## src/inc/interrupt_priority_regs.svh

```systemverilog
// register offsets, field positions and reset values of the priority bank
`ifndef INTERRUPT_PRIORITY_REGS_SVH
`define INTERRUPT_PRIORITY_REGS_SVH

// ****************************************
// register byte offsets
// ****************************************
`define PRIORITY_TIMER1_OC1_IC1_EXT0_OFF 8'h00
`define PRIORITY_TIMER2_OC2_IC2_DMA0_OFF 8'h04
`define PRIORITY_UART1RX_SPI1_TIMER3_OFF 8'h08
`define PRIORITY_DMA1_ADC1_UART1TX_OFF   8'h0C
`define PRIORITY_PINCHANGE_I2C1_OFF      8'h10
`define SOURCE_ENABLE_OFF                8'h14
`define REQUEST_STATUS_OFF               8'h18

// ****************************************
// implemented bits and power-on values
// ****************************************
`define PRIO_IMPL_MASK_0 16'h7777
`define PRIO_IMPL_MASK_1 16'h7777
`define PRIO_IMPL_MASK_2 16'h7777
`define PRIO_IMPL_MASK_3 16'h0777
`define PRIO_IMPL_MASK_4 16'h7077
`define PRIO_RESET_PATTERN 16'h4444
`define SOURCE_ENABLE_RESET 18'h00000

// ****************************************
// field positions (low bit of each level)
// ****************************************
`define UPPER_FIELD_POS 4'hC
`define MIDUP_FIELD_POS 4'h8
`define MIDLO_FIELD_POS 4'h4
`define LOWER_FIELD_POS 4'h0

// ****************************************
// bus answers
// ****************************************
`define AXI_RESP_OKAY   2'h0
`define AXI_RESP_SLVERR 2'h2

`endif

```

## src/inc/interrupt_priority_pkg.sv

```systemverilog
// types shared by the priority register bank
package interrupt_priority_pkg;

    localparam int SOURCES = 18;
    localparam int PRIO_REGS = 5;

    typedef logic [2:0]  level_t;
    typedef logic [15:0] prio_word_t;

    typedef struct packed {
        prio_word_t [PRIO_REGS-1:0] prio;
        logic [SOURCES-1:0]         enable;
        logic [SOURCES-1:0]         request;
        logic                       awHeld;
        logic [7:0]                 awAddr;
        logic                       wHeld;
        logic [31:0]                wData;
        logic [3:0]                 wStrb;
        logic                       bValid;
        logic [1:0]                 bResp;
        logic                       rValid;
        logic [31:0]                rData;
        logic [1:0]                 rResp;
    } state_s;

endpackage

```

## src/logic/interrupt_priority_level_regs.sv

```systemverilog
// priority level register bank with source enables and request gating
//
// Behaviour
// - code 111 in a priority field means level seven, the highest.
// - code 001 means level one; codes between map to levels two to six.
// - code 000 disables the source; it never requests service.
// - unimplemented bits read zero and ignore writes.
// - after reset every implemented field holds 100, level four.
// - word 0: timer1 14-12, compare1 10-8, capture1 6-4, ext0 2-0.
// - word 1: timer2, compare2, capture2 upper fields, dma0 in 2-0.
// - word 2: uart1 rx 14-12, spi1 event 10-8, spi1 error 6-4, timer3 2-0.
// - word 3: 15-11 unused, dma1 10-8, adc1 6-4, uart1 tx 2-0.
// - word 4: pin change 14-12, 11-7 unused, i2c1 master 6-4, slave 2-0.
// - a per-source enable bit permits (1) or blocks (0) the request.
`timescale 1ns/1ps
`default_nettype none
`include "interrupt_priority_regs.svh"

module interrupt_priority_level_regs
    import interrupt_priority_pkg::*;
(
    input  wire logic         core_clk,
    input  wire logic         nrst,
    input  wire logic         s_axi_awvalid,
    output logic              s_axi_awready,
    input  wire logic [31:0]  s_axi_awaddr,
    input  wire logic [2:0]   s_axi_awprot,
    input  wire logic         s_axi_wvalid,
    output logic              s_axi_wready,
    input  wire logic [31:0]  s_axi_wdata,
    input  wire logic [3:0]   s_axi_wstrb,
    output logic              s_axi_bvalid,
    input  wire logic         s_axi_bready,
    output logic [1:0]        s_axi_bresp,
    input  wire logic         s_axi_arvalid,
    output logic              s_axi_arready,
    input  wire logic [31:0]  s_axi_araddr,
    input  wire logic [2:0]   s_axi_arprot,
    output logic              s_axi_rvalid,
    input  wire logic         s_axi_rready,
    output logic [31:0]       s_axi_rdata,
    output logic [1:0]        s_axi_rresp,
    input  wire logic [17:0]  srcFlag,
    output logic [17:0]       srcRequest,
    output logic [2:0]        timer1_level,
    output logic [2:0]        out_compare1_level,
    output logic [2:0]        in_capture1_level,
    output logic [2:0]        ext_irq0_level,
    output logic [2:0]        timer2_level,
    output logic [2:0]        out_compare2_level,
    output logic [2:0]        in_capture2_level,
    output logic [2:0]        dma_ch0_done_level,
    output logic [2:0]        uart1_receive_level,
    output logic [2:0]        spi1_event_level,
    output logic [2:0]        spi1_error_level,
    output logic [2:0]        timer3_level,
    output logic [2:0]        dma_ch1_done_level,
    output logic [2:0]        adc1_done_level,
    output logic [2:0]        uart1_transmit_level,
    output logic [2:0]        pin_change_level,
    output logic [2:0]        i2c1_master_level,
    output logic [2:0]        i2c1_slave_level
);

    // ****************************************
    // constant tables
    // ****************************************
    localparam prio_word_t [PRIO_REGS-1:0] IMPL_MASK = {
        `PRIO_IMPL_MASK_4, `PRIO_IMPL_MASK_3, `PRIO_IMPL_MASK_2,
        `PRIO_IMPL_MASK_1, `PRIO_IMPL_MASK_0};

    // register index of each source, source 0 = timer1
    localparam logic [SOURCES-1:0][2:0] FIELD_REG = {
        3'h4, 3'h4, 3'h4,
        3'h3, 3'h3, 3'h3,
        3'h2, 3'h2, 3'h2, 3'h2,
        3'h1, 3'h1, 3'h1, 3'h1,
        3'h0, 3'h0, 3'h0, 3'h0};

    localparam logic [SOURCES-1:0][3:0] FIELD_POS = {
        `LOWER_FIELD_POS, `MIDLO_FIELD_POS, `UPPER_FIELD_POS,
        `LOWER_FIELD_POS, `MIDLO_FIELD_POS, `MIDUP_FIELD_POS,
        `LOWER_FIELD_POS, `MIDLO_FIELD_POS, `MIDUP_FIELD_POS, `UPPER_FIELD_POS,
        `LOWER_FIELD_POS, `MIDLO_FIELD_POS, `MIDUP_FIELD_POS, `UPPER_FIELD_POS,
        `LOWER_FIELD_POS, `MIDLO_FIELD_POS, `MIDUP_FIELD_POS, `UPPER_FIELD_POS};

    localparam state_s RESET_STATE = '{
        prio    : {`PRIO_IMPL_MASK_4 & `PRIO_RESET_PATTERN,
                   `PRIO_IMPL_MASK_3 & `PRIO_RESET_PATTERN,
                   `PRIO_IMPL_MASK_2 & `PRIO_RESET_PATTERN,
                   `PRIO_IMPL_MASK_1 & `PRIO_RESET_PATTERN,
                   `PRIO_IMPL_MASK_0 & `PRIO_RESET_PATTERN},
        enable  : `SOURCE_ENABLE_RESET,
        request : 18'h00000,
        awHeld  : 1'h0,
        awAddr  : 8'h00,
        wHeld   : 1'h0,
        wData   : 32'h00000000,
        wStrb   : 4'h0,
        bValid  : 1'h0,
        bResp   : `AXI_RESP_OKAY,
        rValid  : 1'h0,
        rData   : 32'h00000000,
        rResp   : `AXI_RESP_OKAY};

    state_s st_q;
    state_s st_d;
    level_t [SOURCES-1:0] level;
    logic   [SOURCES-1:0] levelLive;

    // ****************************************
    // level extraction
    // ****************************************
    always_comb begin
        for (int i = 0; i < SOURCES; i++) begin
            level[i] = st_q.prio[FIELD_REG[i]][FIELD_POS[i] +: 3];
            levelLive[i] = (level[i] != 3'h0);
        end
    end

    // ****************************************
    // register read decode
    // ****************************************
    function automatic logic [32:0] read_word(input logic [7:0] addr, input state_s s);
        logic [32:0] res;
        res = {1'b0, 32'h00000000};
        case (addr)
            `PRIORITY_TIMER1_OC1_IC1_EXT0_OFF: res = {1'b0, 16'h0000, s.prio[0]};
            `PRIORITY_TIMER2_OC2_IC2_DMA0_OFF: res = {1'b0, 16'h0000, s.prio[1]};
            `PRIORITY_UART1RX_SPI1_TIMER3_OFF: res = {1'b0, 16'h0000, s.prio[2]};
            `PRIORITY_DMA1_ADC1_UART1TX_OFF:   res = {1'b0, 16'h0000, s.prio[3]};
            `PRIORITY_PINCHANGE_I2C1_OFF:      res = {1'b0, 16'h0000, s.prio[4]};
            `SOURCE_ENABLE_OFF:                res = {1'b0, 14'h0000, s.enable};
            `REQUEST_STATUS_OFF:               res = {1'b0, 14'h0000, s.request};
            default:                           res = {1'b1, 32'h00000000};
        endcase
        return res;
    endfunction

    // ****************************************
    // next state
    // ****************************************
    always_comb begin
        logic [31:0] byteMask;
        logic [32:0] rd;
        logic [15:0] merged;
        logic        hit;
        byteMask = 32'h00000000;
        rd = {1'b0, 32'h00000000};
        merged = 16'h0000;
        hit = 1'b0;
        st_d = st_q;

        s_axi_awready = !st_q.awHeld && !st_q.bValid;
        s_axi_wready  = !st_q.wHeld && !st_q.bValid;
        s_axi_arready = !st_q.rValid;

        if (s_axi_awvalid && s_axi_awready) begin
            st_d.awHeld = 1'b1;
            st_d.awAddr = {s_axi_awaddr[7:2], 2'h0};
        end
        if (s_axi_wvalid && s_axi_wready) begin
            st_d.wHeld = 1'b1;
            st_d.wData = s_axi_wdata;
            st_d.wStrb = s_axi_wstrb;
        end

        // write once address and data are both held
        if (st_q.awHeld && st_q.wHeld && !st_q.bValid) begin
            for (int b = 0; b < 4; b++) begin
                byteMask[b*8 +: 8] = {8{st_q.wStrb[b]}};
            end
            for (int k = 0; k < PRIO_REGS; k++) begin
                if (st_q.awAddr == 8'(k * 4)) begin
                    hit = 1'b1;
                    merged = (st_q.prio[k] & ~byteMask[15:0]) | (st_q.wData[15:0] & byteMask[15:0]);
                    st_d.prio[k] = merged & IMPL_MASK[k];
                end
            end
            if (st_q.awAddr == `SOURCE_ENABLE_OFF) begin
                hit = 1'b1;
                st_d.enable = (st_q.enable & ~byteMask[17:0]) | (st_q.wData[17:0] & byteMask[17:0]);
            end
            if (st_q.awAddr == `REQUEST_STATUS_OFF) begin
                hit = 1'b1;
            end
            st_d.awHeld = 1'b0;
            st_d.wHeld  = 1'b0;
            st_d.bValid = 1'b1;
            st_d.bResp  = hit ? `AXI_RESP_OKAY : `AXI_RESP_SLVERR;
        end
        if (st_q.bValid && s_axi_bready) begin
            st_d.bValid = 1'b0;
        end

        // read path
        if (s_axi_arvalid && s_axi_arready) begin
            rd = read_word({s_axi_araddr[7:2], 2'h0}, st_q);
            st_d.rValid = 1'b1;
            st_d.rData  = rd[31:0];
            st_d.rResp  = rd[32] ? `AXI_RESP_SLVERR : `AXI_RESP_OKAY;
        end
        if (st_q.rValid && s_axi_rready) begin
            st_d.rValid = 1'b0;
        end

        // request gating by enable and nonzero level
        st_d.request = srcFlag & st_q.enable & levelLive;
    end

    always_ff @(posedge core_clk) begin
        if (!nrst) begin
            st_q <= RESET_STATE;
        end else begin
            st_q <= st_d;
        end
    end

    // ****************************************
    // outputs
    // ****************************************
    assign s_axi_bvalid = st_q.bValid;
    assign s_axi_bresp  = st_q.bResp;
    assign s_axi_rvalid = st_q.rValid;
    assign s_axi_rdata  = st_q.rData;
    assign s_axi_rresp  = st_q.rResp;
    assign srcRequest   = st_q.request;

    assign timer1_level         = level[0];
    assign out_compare1_level   = level[1];
    assign in_capture1_level    = level[2];
    assign ext_irq0_level       = level[3];
    assign timer2_level         = level[4];
    assign out_compare2_level   = level[5];
    assign in_capture2_level    = level[6];
    assign dma_ch0_done_level   = level[7];
    assign uart1_receive_level  = level[8];
    assign spi1_event_level     = level[9];
    assign spi1_error_level     = level[10];
    assign timer3_level         = level[11];
    assign dma_ch1_done_level   = level[12];
    assign adc1_done_level      = level[13];
    assign uart1_transmit_level = level[14];
    assign pin_change_level     = level[15];
    assign i2c1_master_level    = level[16];
    assign i2c1_slave_level     = level[17];

    // ****************************************
    // assertions
    // ****************************************
    logic       wrFire;
    logic       fullStrobe;
    logic [7:0] wrAddr;
    assign wrFire     = st_q.awHeld && st_q.wHeld && !st_q.bValid;
    assign fullStrobe = (st_q.wStrb[1:0] == 2'h3);
    assign wrAddr     = st_q.awAddr;
endmodule // interrupt_priority_level_regs

`default_nettype wire
```

## config.mk

```make
export PLATFORM = sky130hd
export DESIGN_NAME = interrupt_priority_level_regs
export DESIGN_NICKNAME = d
export VERILOG_FILES = /design/src/inc/interrupt_priority_pkg.sv /design/src/logic/interrupt_priority_level_regs.sv
export VERILOG_INCLUDE_DIRS = /design/src /design/src/inc
export SDC_FILE = /design/constraint.sdc
export NUM_CORES = 1
export LEC_CHECK = 0
export BUFFER_PORTS_ARGS = -buffer_cell sky130_fd_sc_hd__buf_2
export CELL_PAD_IN_SITES_DETAIL_PLACEMENT = 1
export CELL_PAD_IN_SITES_GLOBAL_PLACEMENT = 2
export CORE_AREA = 2 2 152 154
export DETAILED_ROUTE_END_ITERATION = 16
export DIE_AREA = 0 0 154 156
export PLACE_DENSITY = 0.88
export SYNTH_ARGS = -nofsm -noshare
export SYNTH_HDL_FRONTEND = slang
export SYNTH_SLANG_ARGS = --single-unit
```

## constraint.sdc

```tcl
create_clock -name core_clk -period 2.3 [get_ports core_clk]
set_input_delay 0.115 -clock core_clk [delete_from_list [all_inputs] [get_ports core_clk]]
set_output_delay 0.115 -clock core_clk [all_outputs]
set_load 0.005 [all_outputs]
```

After elaboration in Yosys (flattened, before gate mapping):

Index checks and enable logic that the tools add are counted.

* flip-flop bits (word level): 157
* bits of input ports: 131

* equality and inequality tests: 12
* muxes and demuxes: 12
* bitwise logic cells: 19
* reduce and logical (&&, ||, !) cells: 42

Operator list (number)
* 33-bit case mux with 7 select lines: 1
* 15-bit AND: 5
* 18-bit AND: 4
* 15-bit bitwise OR: 4
* 3-bit nonzero test: 18
* 6-bit by 3-bit == test with 1-bit output (second input constant): 6
* 33-bit 2-to-1 mux: 1
* 6-bit by 2-bit == test with 1-bit output (second input constant): 4
* 18-bit inverter: 1
* 18-bit bitwise OR: 1
* 15-bit inverter: 1
* 6-bit by 1-bit == test with 1-bit output (second input constant): 2
* 2-bit AND reduction: 6
* 11-bit AND: 1
* 11-bit bitwise OR: 1
* 1-bit logical AND: 9
* 8-bit logical NOT: 1
* 1-bit 2-to-1 mux: 8
* 6-bit logical NOT: 1
* 2-bit OR reduction: 3
* 1-bit logical NOT: 4
* 2-bit 2-to-1 mux: 2
* 1-bit inverter: 1

Logic depth before layout (Yosys ltp):

* depth after elaboration: 10
* gate-level depth with buffers: 7

Worst setup path after synthesis:

Ideal clock, no wire load.

* path type: register to register
* start point: register st_q (netlist bit s_axi_bvalid)
* end point: register (tool-made name)
* data arrival time: 1.294 ns
* required time: 2.228 ns
* path slack: 0.935 ns
* stages on the path, launching flop included: 6
* cell sequence: dfxtp_1 -> and3b_1 -> buf_4 -> nand3_4 -> nor2_1 -> mux2i_1

RTL lines
* from (decl): RTL line interrupt_priority_level_regs.sv:106 `state_s st_q;`
* from (signal assigned): RTL line interrupt_priority_level_regs.sv:215 `st_q <= st_d;`

==> results_dict.tcl <==
set metrics [dict create \
    hpwl_um 16300 \
    num_vias 5622 \
    ys.flop_type "dfxtp_1" \
    slew_violations 0 \
    layout-drive-gt1-share 0.273 \
    grt_pass1_wl_um 33300 \
    drt_iter0_drc 350 \
    htree_levels 4 \
    port_buffers 154 \
    track_usage 0.181 \
    final_util 0.366 \
    outcome "finished clean" \
    ys_types 53 \
    wl_per_cell_um 18.7 \
    boundaryPins 244 \
    post-cts-setup-buffers 0 \
    crit_arrival_ps 2210 \
    critical-path-max-stage-delay_ps 480 \
    r2r_cells 5 \
    row_count 55 \
    worst_slew_pin_slew_ps 863 \
    crit_path_end_kind "flip-flop" \
    yosysWarnings 0 \
    cts-root-buf "clkbuf_16" \
    period_minus_slack_ps 1850 \
    design_area_um2 8190 \
    power_frac_comb 0.080 \
    synth_top_family_by_area "simple AND/OR/NAND/NOR gates" \
    grt_max_degree 60 \
    final.fill_count 2579 \
    antenna_found_initial 0 \
    syn_inst 762 \
    cts_resized 0 \
    seqPwrFrac 0.445 \
    synth_adder_area_share 0 \
    die_w_um 154 \
    routed_via_density 4.84 \
    placed_cell_area_um2 7140 \
    synth_xor_area_frac 0 \
    clockBufferDepth 2 \
    switching_share 0.239 \
    cp.required_ps 2650 \
    yosys.area_share.simple 0.214 \
    min_path_cells 2 \
    skew_ps 11.1 \
    criticalPathCategory "flip-flop to flip-flop" \
    crit_fanout 11 \
    core_area_um2 22400 \
    grt_pass1_vias 5698 \
    dr.pass1.iters 4 \
    syn-cell-area_um2 6870 \
    initial_core_util 0.307 \
    clk_pin_slew_worst_paths_ps 60 \
    synth_compound_area_frac 0.120 \
    cap_violations 0 \
    synth_seq_cells 141 \
    crit_start "s_axi_bvalid" \
    start_kind "flip-flop" \
    synth-seq-area-share 0.411 \
    slew_headroom 0.424 \
    synthArstFlopShare 0 \
    cts_tree "done" \
    clock_power_share 0.475 \
    avgSynthCellArea_um2 9.02 \
    hp-start "nrst" \
    worstPathCellList "and3b_1 > buf_4 > nand3_4 > nor2_1 > mux2i_1" \
    gp_congestion 0.815 \
    cp_slowest_cell "and3b_1" \
    rsz0062_at_grt "no" \
    die_h_um 156 \
    min_path_type "input pin to flip-flop" \
    finalSetupTns_ps 0 \
    finalPower_mw 5.70 \
    syn_to_final_growth_pct 19.2 \
    n_antenna_cell 0 \
    die_area_um2 24000 \
    switchingPower_mw 1.36 \
    ant_nets 0 \
    cts_sinks 141 \
    max_freq_ghz 0.539 \
    fin_crit_sh 0.806 \
    drc_errors 0 \
    drt-total-wl_um 21700 \
    p_int_mw 4.34 \
    numCtsBuffers 17 \
    clk_latency_ps 430 \
    synth_edf_count 0 \
    fin_nets 995 \
    p_leak_nw 3.52 \
    finalSetupViolations 0 \
    timing.rr.start "s_axi_bvalid" \
    p_per_area_nw_per_um2 696 \
    overflow 0 \
    synth.area.mux_share 0.0967 \
    hold_viol_final 0 \
    ir_worst_vdd_mv 0.465 \
]
==> cells in the final DEF (no fill, tap or decap), types with 9 or more instances in the layout <==
cell / Yosys / layout
dfxtp_1: 141 / 141
mux2i_1: 54 / 54
nor2_1: 10 / 10
conb_1: 1 / 16
buf_4: 112 / 18
o21ai_0: 49 / 49
and2_1: 10 / 10
nor2b_1: 19 / 19
mux2_2: 9 / 9
nand2_1: 112 / 112
nand3_1: 40 / 40
a21boi_0: 22 / 22
nor3_1: 26 / 26
a221oi_1: 13 / 13
nor3b_1: 21 / 21
a21oi_1: 23 / 23
buf_2: 11 / 153
dlygate4sd3_1: 0 / 48
clkbuf_16: 0 / 17
==> critical path: cells and delay by family, from the launching register on <==
kind	cells	cell delay [ps]
buf+inv	1	220
flops	1	350
mux	1	220
simple gates	3	990
==> Yosys cell counts, types with 9 or more instances <==
| master | number | share of area |
|---|---|---|
| mux2_2 | 9 | 0.015 |
| mux2i_1 | 54 | 0.079 |
| a21oi_1 | 23 | 0.017 |
| nand2_1 | 112 | 0.061 |
| nor3b_1 | 21 | 0.023 |
| a221oi_1 | 13 | 0.017 |
| o21ai_0 | 49 | 0.036 |
| dfxtp_1 | 141 | 0.41 |
| clkbuf_1 | 20 | 0.011 |
| and2_1 | 10 | 0.0091 |
| nand3_1 | 40 | 0.029 |
| buf_2 | 11 | 0.0080 |
| a21boi_0 | 22 | 0.024 |
| nor3_1 | 26 | 0.019 |
| buf_4 | 112 | 0.12 |
| nor2_1 | 10 | 0.0055 |
| nor2b_1 | 19 | 0.017 |
==> final timing paths <==
check / to / slack (ps)
hold reg to reg: s_axi_rdata[16] / 460
setup reg to reg: flip-flop / 450
hold / removal: flip-flop / 150
setup / recovery: flip-flop / 450
==> routing by layer <==
layer	part of all wire	GRT usage
met4	0.020	0.0601
met3	0.059	0.0475
met1	0.48	0.243
met2	0.44	0.282
met5	0	0
==> timing repair <==
item | CTS | global route
endpoints found under the hold margin | 47 | 0
endpoints found under the setup margin | 0 | 0
hold buffers | 48 | 0
==> per-stage QoR <==
stage | setup WS [ps] | std cells | hold WS [ps]
after detailed placement | 448 | 1082 | 374
after CTS | 425 | 1161 | 132
after floorplan | 935 | 777 | 253
final | 446 | 1161 | 145
after global routing | 324 | 1161 | 178
after global placement | 475 | 1082 | 367
==> power groups by stage <==
stage               Combinational [mW]  Clock, mW  Sequential, mW
floorplan                        0.285          0            2.57
global placement                 0.394          0            2.59
detailed placement               0.398          0            2.59
CTS                              0.461       2.77            2.54
global route                     0.509       2.89            2.54
finish                           0.459       2.71            2.54
==> cells by family after synthesis <==
| logic type | after synthesis |
|---|---|
| DFF | 141 |
| AOI/OAI and AO/OA | 129 |
| buffers and inverters | 157 |
| muxes | 64 |
| and+or+nand+nor | 270 |
| other | 1 |
==> final cells by class <==
type                    instances  area, µm²  share of cell area
clock buffers                  20        457              0.0557
clock inverters                11        118              0.0144
inverters                       5       18.8             0.00229
multi-input cells             479       3020               0.369
flip-flops and latches        141       2820               0.345
well taps                     285        357              0.0435
repair buffers                220       1400               0.171
Power figures use the tool's default switching activity.
